==> src/pkg/cor_pkg.sv <==
// Register map, field positions and reset values of the common output block
package cor_pkg;
  localparam logic [0:0]  ADDR_COMMON_OUT   = 1'h0;
  localparam logic [0:0]  ADDR_RANGE_SELECT = 1'h1;
  localparam logic [31:0] COMMON_OUT_RESET  = 32'h0000_0001;
  localparam logic [31:0] RANGE_SEL_RESET   = 32'h0000_0000;
  localparam logic [31:0] COMMON_OUT_WMASK  = 32'hBE1F_FFFF;
  localparam logic [31:0] RANGE_SEL_WMASK   = 32'h0000_FFFF;
  localparam int BIT_SER_EN     = 31;
  localparam int BIT_SCLK_RST   = 29;
  localparam int BIT_SCLK_POL   = 28;
  localparam int BIT_RATE_HI    = 27;
  localparam int BIT_RATE_LO    = 25;
  localparam int BIT_CHAIN_LO   = 18;
  localparam int BIT_CH0_SRC    = 17;
  localparam int BIT_CH2_EXT    = 16;
  localparam int BIT_CH1_EXT    = 15;
  localparam int BIT_CH0_EXT    = 14;
  localparam int BIT_INT_SEL    = 13;
  localparam int BIT_FSYNC_POL  = 12;
  localparam int BIT_CLK2_POL   = 11;
  localparam int BIT_CLK1_POL   = 10;
  localparam int BIT_START_HI   = 9;
  localparam int BIT_START_LO   = 8;
  localparam int BIT_DIV_HI     = 7;
  localparam int BIT_DIV_LO     = 0;
  localparam int INT_PULSE_CYC  = 2;
  localparam logic [1:0] START_OFF   = 2'h0;
  localparam logic [1:0] START_WRITE = 2'h1;
  localparam logic [1:0] START_SYNC1 = 2'h2;
  localparam logic [1:0] START_SYNC2 = 2'h3;
  localparam logic [2:0] SCLK_OFF    = 3'h0;
  localparam logic [2:0] SCLK_DIV16  = 3'h5;
  localparam logic [3:0] DIV_LOW_MASK = 4'hF;
endpackage

==> src/hdl/cor_common_output.sv <==
// Common output control and range select bus steering registers
//
// Decided for this implementation: the strobed register port.
`timescale 1ns/10ps
`default_nettype none
module cor_common_output #(
  parameter int NUM_CH = 4
) (
  input  wire logic        clock,
  input  wire logic        rst,
  input  wire logic        hard_reset_strobe,
  input  wire logic        soft_reset_strobe,
  input  wire logic        reg_addr,
  input  wire logic [31:0] reg_wdata,
  input  wire logic        reg_write,
  input  wire logic        reg_read,
  output logic      [31:0] reg_rdata,
  input  wire logic        sync_input_first,
  input  wire logic        sync_input_second,
  input  wire logic [3:0]  serial_reset_request,
  input  wire logic [31:0] range_map_table,
  input  wire logic [2:0]  range_code_a,
  input  wire logic [2:0]  range_code_b,
  input  wire logic [2:0]  range_code_c,
  input  wire logic [2:0]  range_code_d,
  input  wire logic        interrupt_event,
  output logic             serial_mode,
  output logic             serial_clock,
  output logic             output_clock_first,
  output logic             output_clock_second,
  output logic             frame_sync_active_low,
  output logic [2:0]       chain_enable,
  output logic             ch0_gain_from_ch3,
  output logic             ch0_gain_external,
  output logic             ch1_gain_from_ch3,
  output logic             ch2_gain_from_ch3,
  output logic             slave_active_valid,
  output logic [15:0]      attenuator_bus
);
  logic [31:0] common_reg, common_next;
  logic [31:0] range_sel_reg, range_sel_next;
  logic [31:0] rdata_reg, rdata_next;
  logic        slave_reg, slave_next;
  logic        s1_m1, s1_m2, s1_m3, s2_m1, s2_m2, s2_m3;
  logic        sync1_pulse, sync2_pulse;
  logic [3:0]  sdiv_reg, sdiv_next;
  logic        sclk_reg, sclk_next;
  logic [3:0]  odiv_reg, odiv_next;
  logic        orun_reg, orun_next;
  logic        oclk_reg, oclk_next;
  logic [1:0]  ipulse_reg, ipulse_next;
  logic        clk1_reg, clk1_next, clk2_reg, clk2_next;
  logic [15:0] atten_reg, atten_next;
  logic [7:0]  map_a, map_b, map_c, map_d;
  logic [4:0]  sdiv_limit;
  logic [4:0]  odiv_n;
  logic        wr_common;

  // Nibble pick from the four mapped bytes
  function automatic logic [3:0] pick_nibble(input logic [3:0] sel, input logic [7:0] a,
                                             input logic [7:0] b, input logic [7:0] c,
                                             input logic [7:0] d);
    logic [3:0] r;
    r = 4'h0;
    case (sel)
      4'h0: r = a[7:4];
      4'h1: r = a[3:0];
      4'h2: r = b[7:4];
      4'h3: r = b[3:0];
      4'h4: r = c[7:4];
      4'h5: r = c[3:0];
      4'h6: r = d[7:4];
      4'h7: r = d[3:0];
      default: r = 4'h0;
    endcase
    return r;
  endfunction

  // Byte lookup: the table port carries 8 bits per block, XORed with that block's code
  function automatic logic [7:0] map_code(input logic [31:0] tbl, input logic [2:0] code,
                                          input int blk);
    logic [7:0] r;
    r = tbl[8 * blk +: 8] ^ {code, code[2:0], code[2:1]};
    return r;
  endfunction

  assign map_a = map_code(range_map_table, range_code_a, 0);
  assign map_b = map_code(range_map_table, range_code_b, 1);
  assign map_c = map_code(range_map_table, range_code_c, 2);
  assign map_d = map_code(range_map_table, range_code_d, 3);

  always_ff @(posedge clock or posedge rst)
  begin
    if (rst)
    begin
      s1_m1 <= 1'b0;
      s1_m2 <= 1'b0;
      s1_m3 <= 1'b0;
      s2_m1 <= 1'b0;
      s2_m2 <= 1'b0;
      s2_m3 <= 1'b0;
    end
    else
    begin
      s1_m1 <= sync_input_first;
      s1_m2 <= s1_m1;
      s1_m3 <= s1_m2;
      s2_m1 <= sync_input_second;
      s2_m2 <= s2_m1;
      s2_m3 <= s2_m2;
    end
  end
  assign sync1_pulse = s1_m2 & ~s1_m3;
  assign sync2_pulse = s2_m2 & ~s2_m3;
  assign wr_common = reg_write && (reg_addr == cor_pkg::ADDR_COMMON_OUT);

  always_comb
  begin
    common_next = common_reg;
    range_sel_next = range_sel_reg;
    rdata_next = 32'h0000_0000;
    slave_next = slave_reg;
    if (hard_reset_strobe)
    begin
      common_next = cor_pkg::COMMON_OUT_RESET;
      range_sel_next = cor_pkg::RANGE_SEL_RESET;
      slave_next = 1'b0;
    end
    else
    begin
      if (soft_reset_strobe)
        slave_next = 1'b0;
      else if (reg_write)
        slave_next = 1'b1;
      if (wr_common)
        common_next = reg_wdata & cor_pkg::COMMON_OUT_WMASK;
      else if (reg_write)
        range_sel_next = reg_wdata & cor_pkg::RANGE_SEL_WMASK;
      if (reg_read)
        rdata_next = (reg_addr == cor_pkg::ADDR_COMMON_OUT) ? common_reg : range_sel_reg;
    end
  end

  always_ff @(posedge clock or posedge rst)
  begin
    if (rst)
    begin
      common_reg <= cor_pkg::COMMON_OUT_RESET;
      range_sel_reg <= cor_pkg::RANGE_SEL_RESET;
      rdata_reg <= 32'h0000_0000;
      slave_reg <= 1'b0;
    end
    else
    begin
      common_reg <= common_next;
      range_sel_reg <= range_sel_next;
      rdata_reg <= rdata_next;
      slave_reg <= slave_next;
    end
  end

  // Serial clock divider; limit is half period in cycles
  always_comb
  begin
    sdiv_limit = 5'h0;
    case (common_reg[cor_pkg::BIT_RATE_HI:cor_pkg::BIT_RATE_LO])
      3'h1: sdiv_limit = 5'h1;
      3'h2: sdiv_limit = 5'h1;
      3'h3: sdiv_limit = 5'h2;
      3'h4: sdiv_limit = 5'h4;
      3'h5: sdiv_limit = 5'h8;
      default: sdiv_limit = 5'h0;
    endcase
    sdiv_next = sdiv_reg;
    sclk_next = sclk_reg;
    if (sdiv_limit == 5'h0)
    begin
      sdiv_next = 4'h0;
      sclk_next = ~common_reg[cor_pkg::BIT_SCLK_POL];
    end
    else if (common_reg[cor_pkg::BIT_SCLK_RST] && (|serial_reset_request)
             && (sync1_pulse || sync2_pulse))
    begin
      sdiv_next = 4'h0;
      sclk_next = ~common_reg[cor_pkg::BIT_SCLK_POL];
    end
    // Code 001 toggles every cycle, the fastest a registered clock can run
    else if (common_reg[cor_pkg::BIT_RATE_HI:cor_pkg::BIT_RATE_LO] == 3'h1)
      sclk_next = ~sclk_reg;
    else if ({1'b0, sdiv_reg} + 5'h1 >= sdiv_limit)
    begin
      sdiv_next = 4'h0;
      sclk_next = ~sclk_reg;
    end
    else
      sdiv_next = sdiv_reg + 4'h1;
  end

  // Output clock: divide by N from low nibble plus one, start control
  always_comb
  begin
    odiv_n = {1'b0, common_reg[cor_pkg::BIT_DIV_LO +: 4] & cor_pkg::DIV_LOW_MASK}
             + 5'h1;
    odiv_next = odiv_reg;
    orun_next = orun_reg;
    oclk_next = oclk_reg;
    case (common_reg[cor_pkg::BIT_START_HI:cor_pkg::BIT_START_LO])
      cor_pkg::START_OFF:   orun_next = 1'b0;
      cor_pkg::START_WRITE: orun_next = 1'b1;
      cor_pkg::START_SYNC1: orun_next = orun_reg | sync1_pulse;
      cor_pkg::START_SYNC2: orun_next = orun_reg | sync2_pulse;
      default:              orun_next = 1'b0;
    endcase
    if (!orun_next || (!orun_reg && orun_next))
    begin
      odiv_next = 4'h0;
      oclk_next = 1'b0;
    end
    else if ({1'b0, odiv_reg} + 5'h1 >= odiv_n)
    begin
      odiv_next = 4'h0;
      oclk_next = 1'b0;
    end
    else
    begin
      odiv_next = odiv_reg + 4'h1;
      oclk_next = ({1'b0, odiv_reg} + 5'h1) >= (odiv_n >> 1);
    end
    if (odiv_n == 5'h1)
      oclk_next = orun_next;
    ipulse_next = interrupt_event ? 2'(cor_pkg::INT_PULSE_CYC) :
                  (ipulse_reg != 2'h0) ? ipulse_reg - 2'h1 : 2'h0;
    clk1_next = orun_reg & (oclk_reg ~^ common_reg[cor_pkg::BIT_CLK1_POL]);
    if (common_reg[cor_pkg::BIT_INT_SEL])
      clk2_next = (ipulse_reg != 2'h0) ~^ common_reg[cor_pkg::BIT_CLK2_POL];
    else
      clk2_next = orun_reg & (oclk_reg ~^ common_reg[cor_pkg::BIT_CLK2_POL]);
    atten_next = 16'h0000;
    for (int i = 0; i < 4; i++)
      atten_next[4 * i +: 4] = pick_nibble(range_sel_reg[4 * i +: 4],
                                           map_a, map_b, map_c, map_d);
  end

  always_ff @(posedge clock or posedge rst)
  begin
    if (rst)
    begin
      sdiv_reg <= 4'h0;
      sclk_reg <= ~cor_pkg::COMMON_OUT_RESET[cor_pkg::BIT_SCLK_POL];
      odiv_reg <= 4'h0;
      orun_reg <= 1'b0;
      oclk_reg <= 1'b0;
      ipulse_reg <= 2'h0;
      clk1_reg <= 1'b0;
      clk2_reg <= 1'b0;
      atten_reg <= 16'h0000;
    end
    else
    begin
      sdiv_reg <= sdiv_next;
      sclk_reg <= sclk_next;
      odiv_reg <= odiv_next;
      orun_reg <= orun_next;
      oclk_reg <= oclk_next;
      ipulse_reg <= ipulse_next;
      clk1_reg <= clk1_next;
      clk2_reg <= clk2_next;
      atten_reg <= atten_next;
    end
  end

  // Output fanout; the configuration outputs come straight from the control register
  assign reg_rdata = rdata_reg;
  assign serial_mode = common_reg[cor_pkg::BIT_SER_EN];
  assign serial_clock = sclk_reg;
  assign output_clock_first = clk1_reg;
  assign output_clock_second = clk2_reg;
  assign frame_sync_active_low = common_reg[cor_pkg::BIT_FSYNC_POL];
  assign chain_enable = common_reg[cor_pkg::BIT_CHAIN_LO +: 3];
  assign ch0_gain_external = common_reg[cor_pkg::BIT_CH0_EXT];
  assign ch0_gain_from_ch3 = common_reg[cor_pkg::BIT_CH0_SRC];
  assign ch1_gain_from_ch3 = common_reg[cor_pkg::BIT_CH1_EXT];
  assign ch2_gain_from_ch3 = common_reg[cor_pkg::BIT_CH2_EXT];
  assign slave_active_valid = slave_reg;
  assign attenuator_bus = atten_reg;

  hard_reset_a: assert property (@(posedge clock) disable iff (rst)
    hard_reset_strobe |=> common_reg == cor_pkg::COMMON_OUT_RESET)
    else $error("control register not restored");
  soft_reset_a: assert property (@(posedge clock) disable iff (rst)
    (soft_reset_strobe && !hard_reset_strobe && !wr_common) |=> $stable(common_reg)
    && !slave_reg)
    else $error("soft reset changed control");
  select_reset_a: assert property (@(posedge clock) disable iff (rst)
    hard_reset_strobe |=> range_sel_reg == cor_pkg::RANGE_SEL_RESET)
    else $error("select register not cleared");
  read_data_a: assert property (@(posedge clock) disable iff (rst)
    (reg_read && !hard_reset_strobe && reg_addr == cor_pkg::ADDR_COMMON_OUT)
    |=> reg_rdata == $past(common_reg))
    else $error("read data wrong");
  clock_off_a: assert property (@(posedge clock) disable iff (rst)
    (common_reg[cor_pkg::BIT_START_HI:cor_pkg::BIT_START_LO] == cor_pkg::START_OFF)[*3]
    |-> !output_clock_first)
    else $error("output clock not held");
  sclk_off_a: assert property (@(posedge clock) disable iff (rst)
    (common_reg[cor_pkg::BIT_RATE_HI:cor_pkg::BIT_RATE_LO] == cor_pkg::SCLK_OFF)[*2]
    |-> serial_clock != $past(common_reg[cor_pkg::BIT_SCLK_POL]))
    else $error("serial clock toggles while off");
  sclk_resync_a: assert property (@(posedge clock) disable iff (rst)
    (common_reg[cor_pkg::BIT_SCLK_RST] && (|serial_reset_request) && sync1_pulse)
    |=> serial_clock != $past(common_reg[cor_pkg::BIT_SCLK_POL]))
    else $error("serial clock not resynchronised");
  int_pulse_a: assert property (@(posedge clock) disable iff (rst)
    (interrupt_event && common_reg[cor_pkg::BIT_INT_SEL] && common_reg[cor_pkg::BIT_CLK2_POL])
    ##1 (common_reg[cor_pkg::BIT_INT_SEL] && common_reg[cor_pkg::BIT_CLK2_POL]) |=>
    output_clock_second)
    else $error("interrupt pulse missing");
  nibble_zero_a: assert property (@(posedge clock) disable iff (rst)
    range_sel_reg[15] |=> attenuator_bus[15:12] == 4'h0)
    else $error("nibble not forced to zero");
  start_write_a: assert property (@(posedge clock) disable iff (rst)
    common_reg[9:8] == cor_pkg::START_WRITE |=> orun_reg)
    else $error("output clock did not start");
endmodule
`default_nettype wire

==> config.mk <==
export PLATFORM = sky130hd
export DESIGN_NAME = cor_common_output
export DESIGN_NICKNAME = d
export VERILOG_FILES = /design/src/pkg/cor_pkg.sv /design/src/hdl/cor_common_output.sv
export SDC_FILE = /design/constraint.sdc
export NUM_CORES = 1
export LEC_CHECK = 0
export BUFFER_PORTS_ARGS = -buffer_cell sky130_fd_sc_hd__buf_2
export CAP_MARGIN = 20
export CELL_PAD_IN_SITES_DETAIL_PLACEMENT = 2
export CELL_PAD_IN_SITES_GLOBAL_PLACEMENT = 2
export CORE_ASPECT_RATIO = 1.1
export CORE_MARGIN = 5
export CORE_UTILIZATION = 29
export CTS_BUF_LIST = sky130_fd_sc_hd__clkbuf_16
export DETAILED_ROUTE_END_ITERATION = 8
export PLACE_DENSITY = 0.75
export SYNTH_ARGS = -nofsm -noshare
export SYNTH_HDL_FRONTEND = slang
export SYNTH_SLANG_ARGS = --single-unit
==> constraint.sdc <==
create_clock -name clock -period 3.54 [get_ports clock]
set_input_delay 0.885 -clock clock [delete_from_list [all_inputs] [get_ports clock]]
set_output_delay 0.885 -clock clock [all_outputs]
set_load 0.1 [all_outputs]
After elaboration in Yosys (flattened, before gate mapping) --
Index checks and enable logic that the tools add are counted.
Cells by class: add/subtract/negate cells 6, $mul 0, divide/modulo/power cells 0, magnitude comparators 3, eq/ne operators 39, shift operators 0, mux-type cells 33, bitwise operators 18, reduce and logical (&&, ||, !) cells 22
Operator list (number):
- $mux 32 | 8
- $pmux 4 s8 | 4
- $eq 4x3->1 const B | 16
- $eq 4x2->1 const B | 8
- $xor 8x8->8 | 4
- $mux 4 | 6
- $eq 4x1->1 const B | 4
- $logic_not 4->1 | 4
- $pmux 4 s4 | 1
- $add 4x1->5 const B | 3
- $mux 1 | 11
- $ge 5x5->1 | 2
- $add 4x1->4 const B | 2
- $eq 3x2->1 const B | 2
- $eq 3x3->1 const B | 2
- $reduce_bool 2->1 | 3
- $eq 5x1->1 const B | 1
- $ge 5x4->1 | 1
- $logic_not 5->1 | 1
- $not 1->1 | 5
- $and 1x1->1 | 4
- $eq 2x2->1 const B | 2
- $logic_and 1x1->1 | 4
- $mux 2 | 2
- 16 further kinds | 21
Storage, ports and cells: bits in registers 134, bits in latches 0, bits in writable memories 0, ROM bits 0, input bits 90, output and inout port bits 61, logic and storage cells 140, memories kept 0

Logic depth before layout (Yosys ltp) --
depth in word-level cells 8, mapped depth 9, depth with buffers taken out 8

Worst setup path after synthesis --
No wires, ideal clock.
path type input to register, start point input port serial_reset_request[1], end point register sdiv_reg[2], setup time 0.082 ns, arrival 1.870 ns, data required time 3.458 ns, slack 1.588 ns, stages 5, buffers on the path 0, cell sequence o41ai_1 -> a21oi_1 -> a211oi_4 -> nand2_1 -> o22ai_1
On the way: longest elaborated chain between the ends 5, elaborated cells between the ends (all ways) 6, classes of those cells eq/ne (1); mux (2); reduce/logical (3)
RTL lines:
- start: declaration | RTL line cor_common_output.sv:20 | input wire logic [3:0] serial_reset_request,
- $reduce_or 4->1 * | RTL line cor_common_output.sv:181 | else if (common_reg[cor_pkg::BIT_SCLK_RST] && (|serial_reset_request)
- $logic_and 1x1->1 * | RTL line cor_common_output.sv:181
- $logic_and 1x1->1 * | RTL line cor_common_output.sv:182 | && (sync1_pulse || sync2_pulse))
- $mux 4 | RTL line cor_common_output.sv:181
- $mux 4 | RTL line cor_common_output.sv:176 | if (sdiv_limit == 5'h0)
- end signal: assignment | RTL line cor_common_output.sv:260 | sdiv_reg <= sdiv_next;
- end: declaration | RTL line cor_common_output.sv:46 | logic [3:0] sdiv_reg, sdiv_next;
Every way passes the cells marked *; elsewhere a longest branch is shown, timed or not. A chain may end at the register's enable or synchronous reset.

Worst setup path after layout --
start point register sclk_reg (netlist: serial_clock), end point output port serial_clock
RTL lines:
- start: declaration | RTL line cor_common_output.sv:47 | logic sclk_reg, sclk_next;
- start signal: assignment | RTL line cor_common_output.sv:249 | sclk_reg <= ~cor_pkg::COMMON_OUT_RESET[cor_pkg::BIT_SCLK_POL];
- start signal: assignment | RTL line cor_common_output.sv:261 | sclk_reg <= sclk_next;
- end: declaration | RTL line cor_common_output.sv:28 | output logic serial_clock,
No word-level cell between the ends.

==> results.cfg <==
[status]
outcome = finished, final reports clean

[yosys]
ys_seq_elements = 108
netlist.area_leader.share = 0.450
syn-mean-instance-area_sq_um = 9.59
syn-cell-area_sq_mm = 0.00590
yosys_most_used_dff = dfrtp_1
synth.yosys.warnings = 0
synth_top_area_cell = dfrtp_1
synth.area.top_cells = dfrtp_1 45%, nand2_1 7.1%, a21oi_1 4.8%
yosys.cell_count.top_type = nand2_1
synthDistinctLibCells = 57
syn-instance-count = 615
synth_common_cells = 111 x nand2_1, 106 x dfrtp_1, 57 x a21oi_1
synthArstFlopShare = 1.00
synth_seq_area_share = 0.459
synth-edff-count = 0

[power]
pwr-share-seq = 0.416
intPower_w = 0.00208
power.switching_fraction = 0.370
ratio_of_total_power_to_cell_area_mw_per_mm2 = 467
netSwitchingPower_w = 0.00122
power.leakage_nw = 3.27
ir_worst_vdd_v = 0.000228
post-layout-total-power_w = 0.00330
comb_power_share = 0.262
relative_contribution_of_the_clock_network_to_total_power = 0.322

[clock_tree]
clk_pin_slew_ps = 80
cts_resized = 0
cts-hold-fix-buffers = 0
post_cts.repair.setup_buffers = 0
clock_tree.root_cell = clkbuf_16
clock_latency_ps = 360
cts-buffers-inserted = 9
clock_tree.buffer_depth = 2
tritoncts = done
clock_tree.htree_level_count = 3
number_of_sinks_handled_by_clock_tree_synthesis = 108

[die]
ios = 151
die_area_sq_mm = 0.0233
initial_core_util = 0.296
fp.dieH_microns = 160
std_cell_rows = 54
floorplan.die.width_microns = 146
core_area_sq_mm = 0.0199

[sta]
period_needed_ps = 2210
slew_headroom = 0.480
min_period_over_period = 0.623
rsz0062_at_grt = false
timing_max_transition_violations_final = 0
final.setup.tns_ps = 0
fin_worst_skew_ps = 12.5
timing_worst_slew_pin_value_ps = 780
final_hold_viols = 0
setup_viol = 0
timing.fmax_mhz = 453

[route]
routed_wirelength_microns = 20400
vias = 5044
post_drt_via_cell_ratio = 5.12
remaining_drc_errors = 0
drc_violation_total_after_the_first_tritonroute_iteration = 161
drtAntennaViolNets = 0
first_pass_iters = 4
wl_per_cell_microns = 20.7

[layout]
number_of_antenna_repair_diodes = 0
area_delta_synth_final_pct = 19.9
finish.net_count = 835
final_core_util = 0.355
fin_area_sq_mm = 0.00707
post_route_cells_drive_above_1_share = 0.252

[worst_setup_path]
cp_data_arrival_time_ps = 1320
cp-start-kind = flop
timing.critical_path.to_type = primary output
cp_top_family = flip-flops
timing.critical_path.fanout_max = 2
critical-path-slowest-cell = dfstp_2
max_stage_delay_ps = 540
critical_path_buf_inv_count = 1
timing.setup.critical_path_class = reg2out
worstPathRequired_ps = 2650
critical_path_cell_sequence = buf_2

[global_route]
grt_pass1_wl_microns = 32700
grt_pass1_vias = 5837
grt_overflow = 0
grt_antenna_before_repair = 0
grt_usage = 0.177
grt_max_degree = 81

[worst_hold_path]
hold_class = reg2reg

[placement]
io_buffer_count = 140
dpl-instance-area_sq_mm = 0.00676
hpwlAfterDp_microns = 15300
gp_congestion = 0.854

[run]
timing.max_cap.violations = 0
-- final cells by class --
cell class                 count  area, sq um
clock buffer                   9          225
clock inverter                 7         82.6
fill                        2222        12900
inverter                      12         48.8
multi-input combinational    451         2930
sequential                   108         2710
tap                          252          315
timing repair buffer         146          758
-- routing by layer --
layer / vias to the layer above / share of wire / global-route usage
li1: 2330 / - / -
met2: 113 / 0.53 / 0.315
met3: 26 / 0.038 / 0.0367
met1: 2575 / 0.42 / 0.217
met5: - / 0 / 0
met4: 0 / 0.019 / 0.0509
-- per-stage QoR --
| stage | std cells | setup slack, ps | hold slack (ps) |
|---|---|---|---|
| 2_1_floorplan | 619 | 1360 | 331 |
| 3_3_place_gp | 969 | 1130 | 344 |
| 3_5_place_dp | 969 | 1010 | 345 |
| 4_1_cts | 985 | 1300 | 360 |
| 5_1_grt | 985 | 1200 | 371 |
| 6_report | 985 | 1330 | 360 |
-- layout by cell type, fill, tap and decap left out, types with 3 or more instances in the layout --
cell type	n
nor2_1	42
o21ai_0	10
a21oi_1	57
nor2b_1	7
and2_1	14
o22ai_1	9
conb_1	5
mux2i_1	20
nand2_1	111
o31ai_1	4
a31oi_1	7
nor3b_1	6
buf_4	5
clkbuf_16	9
a211oi_1	16
xnor2_1	25
nand3_1	8
mux4_2	11
buf_2	140
nand2b_1	11
a21o_1	3
dfrtp_1	106
o21ai_1	3
nand3b_1	8
ha_1	17
inv_1	10
xor2_1	18
nor3_1	4
-- path summary, 6_finish.rpt --
path,start,end,cells past startpoint,slack [ps]
min,s2_m1$_DFF_PP0_,s2_m2$_DFF_PP0_,0,360
max reg2reg,common_reg[0]$_DFFE_PP1P_,oclk_reg$_DFF_PP0_,8,1340
max,serial_clock$_DFFE_PP1P_,serial_clock,1,1330
max in group asynchronous,rst,common_reg[0]$_DFFE_PP1P_,3,2070
min in group asynchronous,rst,reg_rdata[19]$_DFF_PP0_,2,610
min reg2reg,s2_m1$_DFF_PP0_,s2_m2$_DFF_PP0_,0,360
-- power by group through the flow --
stage                     clock network [W]  logic [W]  registers (W)
after global routing                0.00115   0.000918        0.00139
final                               0.00106   0.000864        0.00137
after floorplan                           0   0.000346        0.00168
after global placement                    0   0.000845        0.00139
after detailed placement                  0   0.000870        0.00140
after CTS                           0.00110   0.000874        0.00137
-- worst reg2reg max path, stage by stage, from the launching register on --
cell      delay, ps
dfstp_2         560
nand3_1          80
xor2_1          250
ha_1            300
a21o_1          160
nand2_1          60
nand3b_1         70
or3_1           390
o22ai_1         220
-- logic make-up after synthesis --
group | synth area share
adders and majority gates | 0.0361
AOI/OAI and AO/OA | 0.139
other | 0.000636
DFF | 0.459
buffers and inverters | 0.0465
xor gates and xnor gates | 0.0666
muxes | 0.0798
and+or+nand+nor | 0.172
No activity file was read; power rests on OpenSTA's default activity.
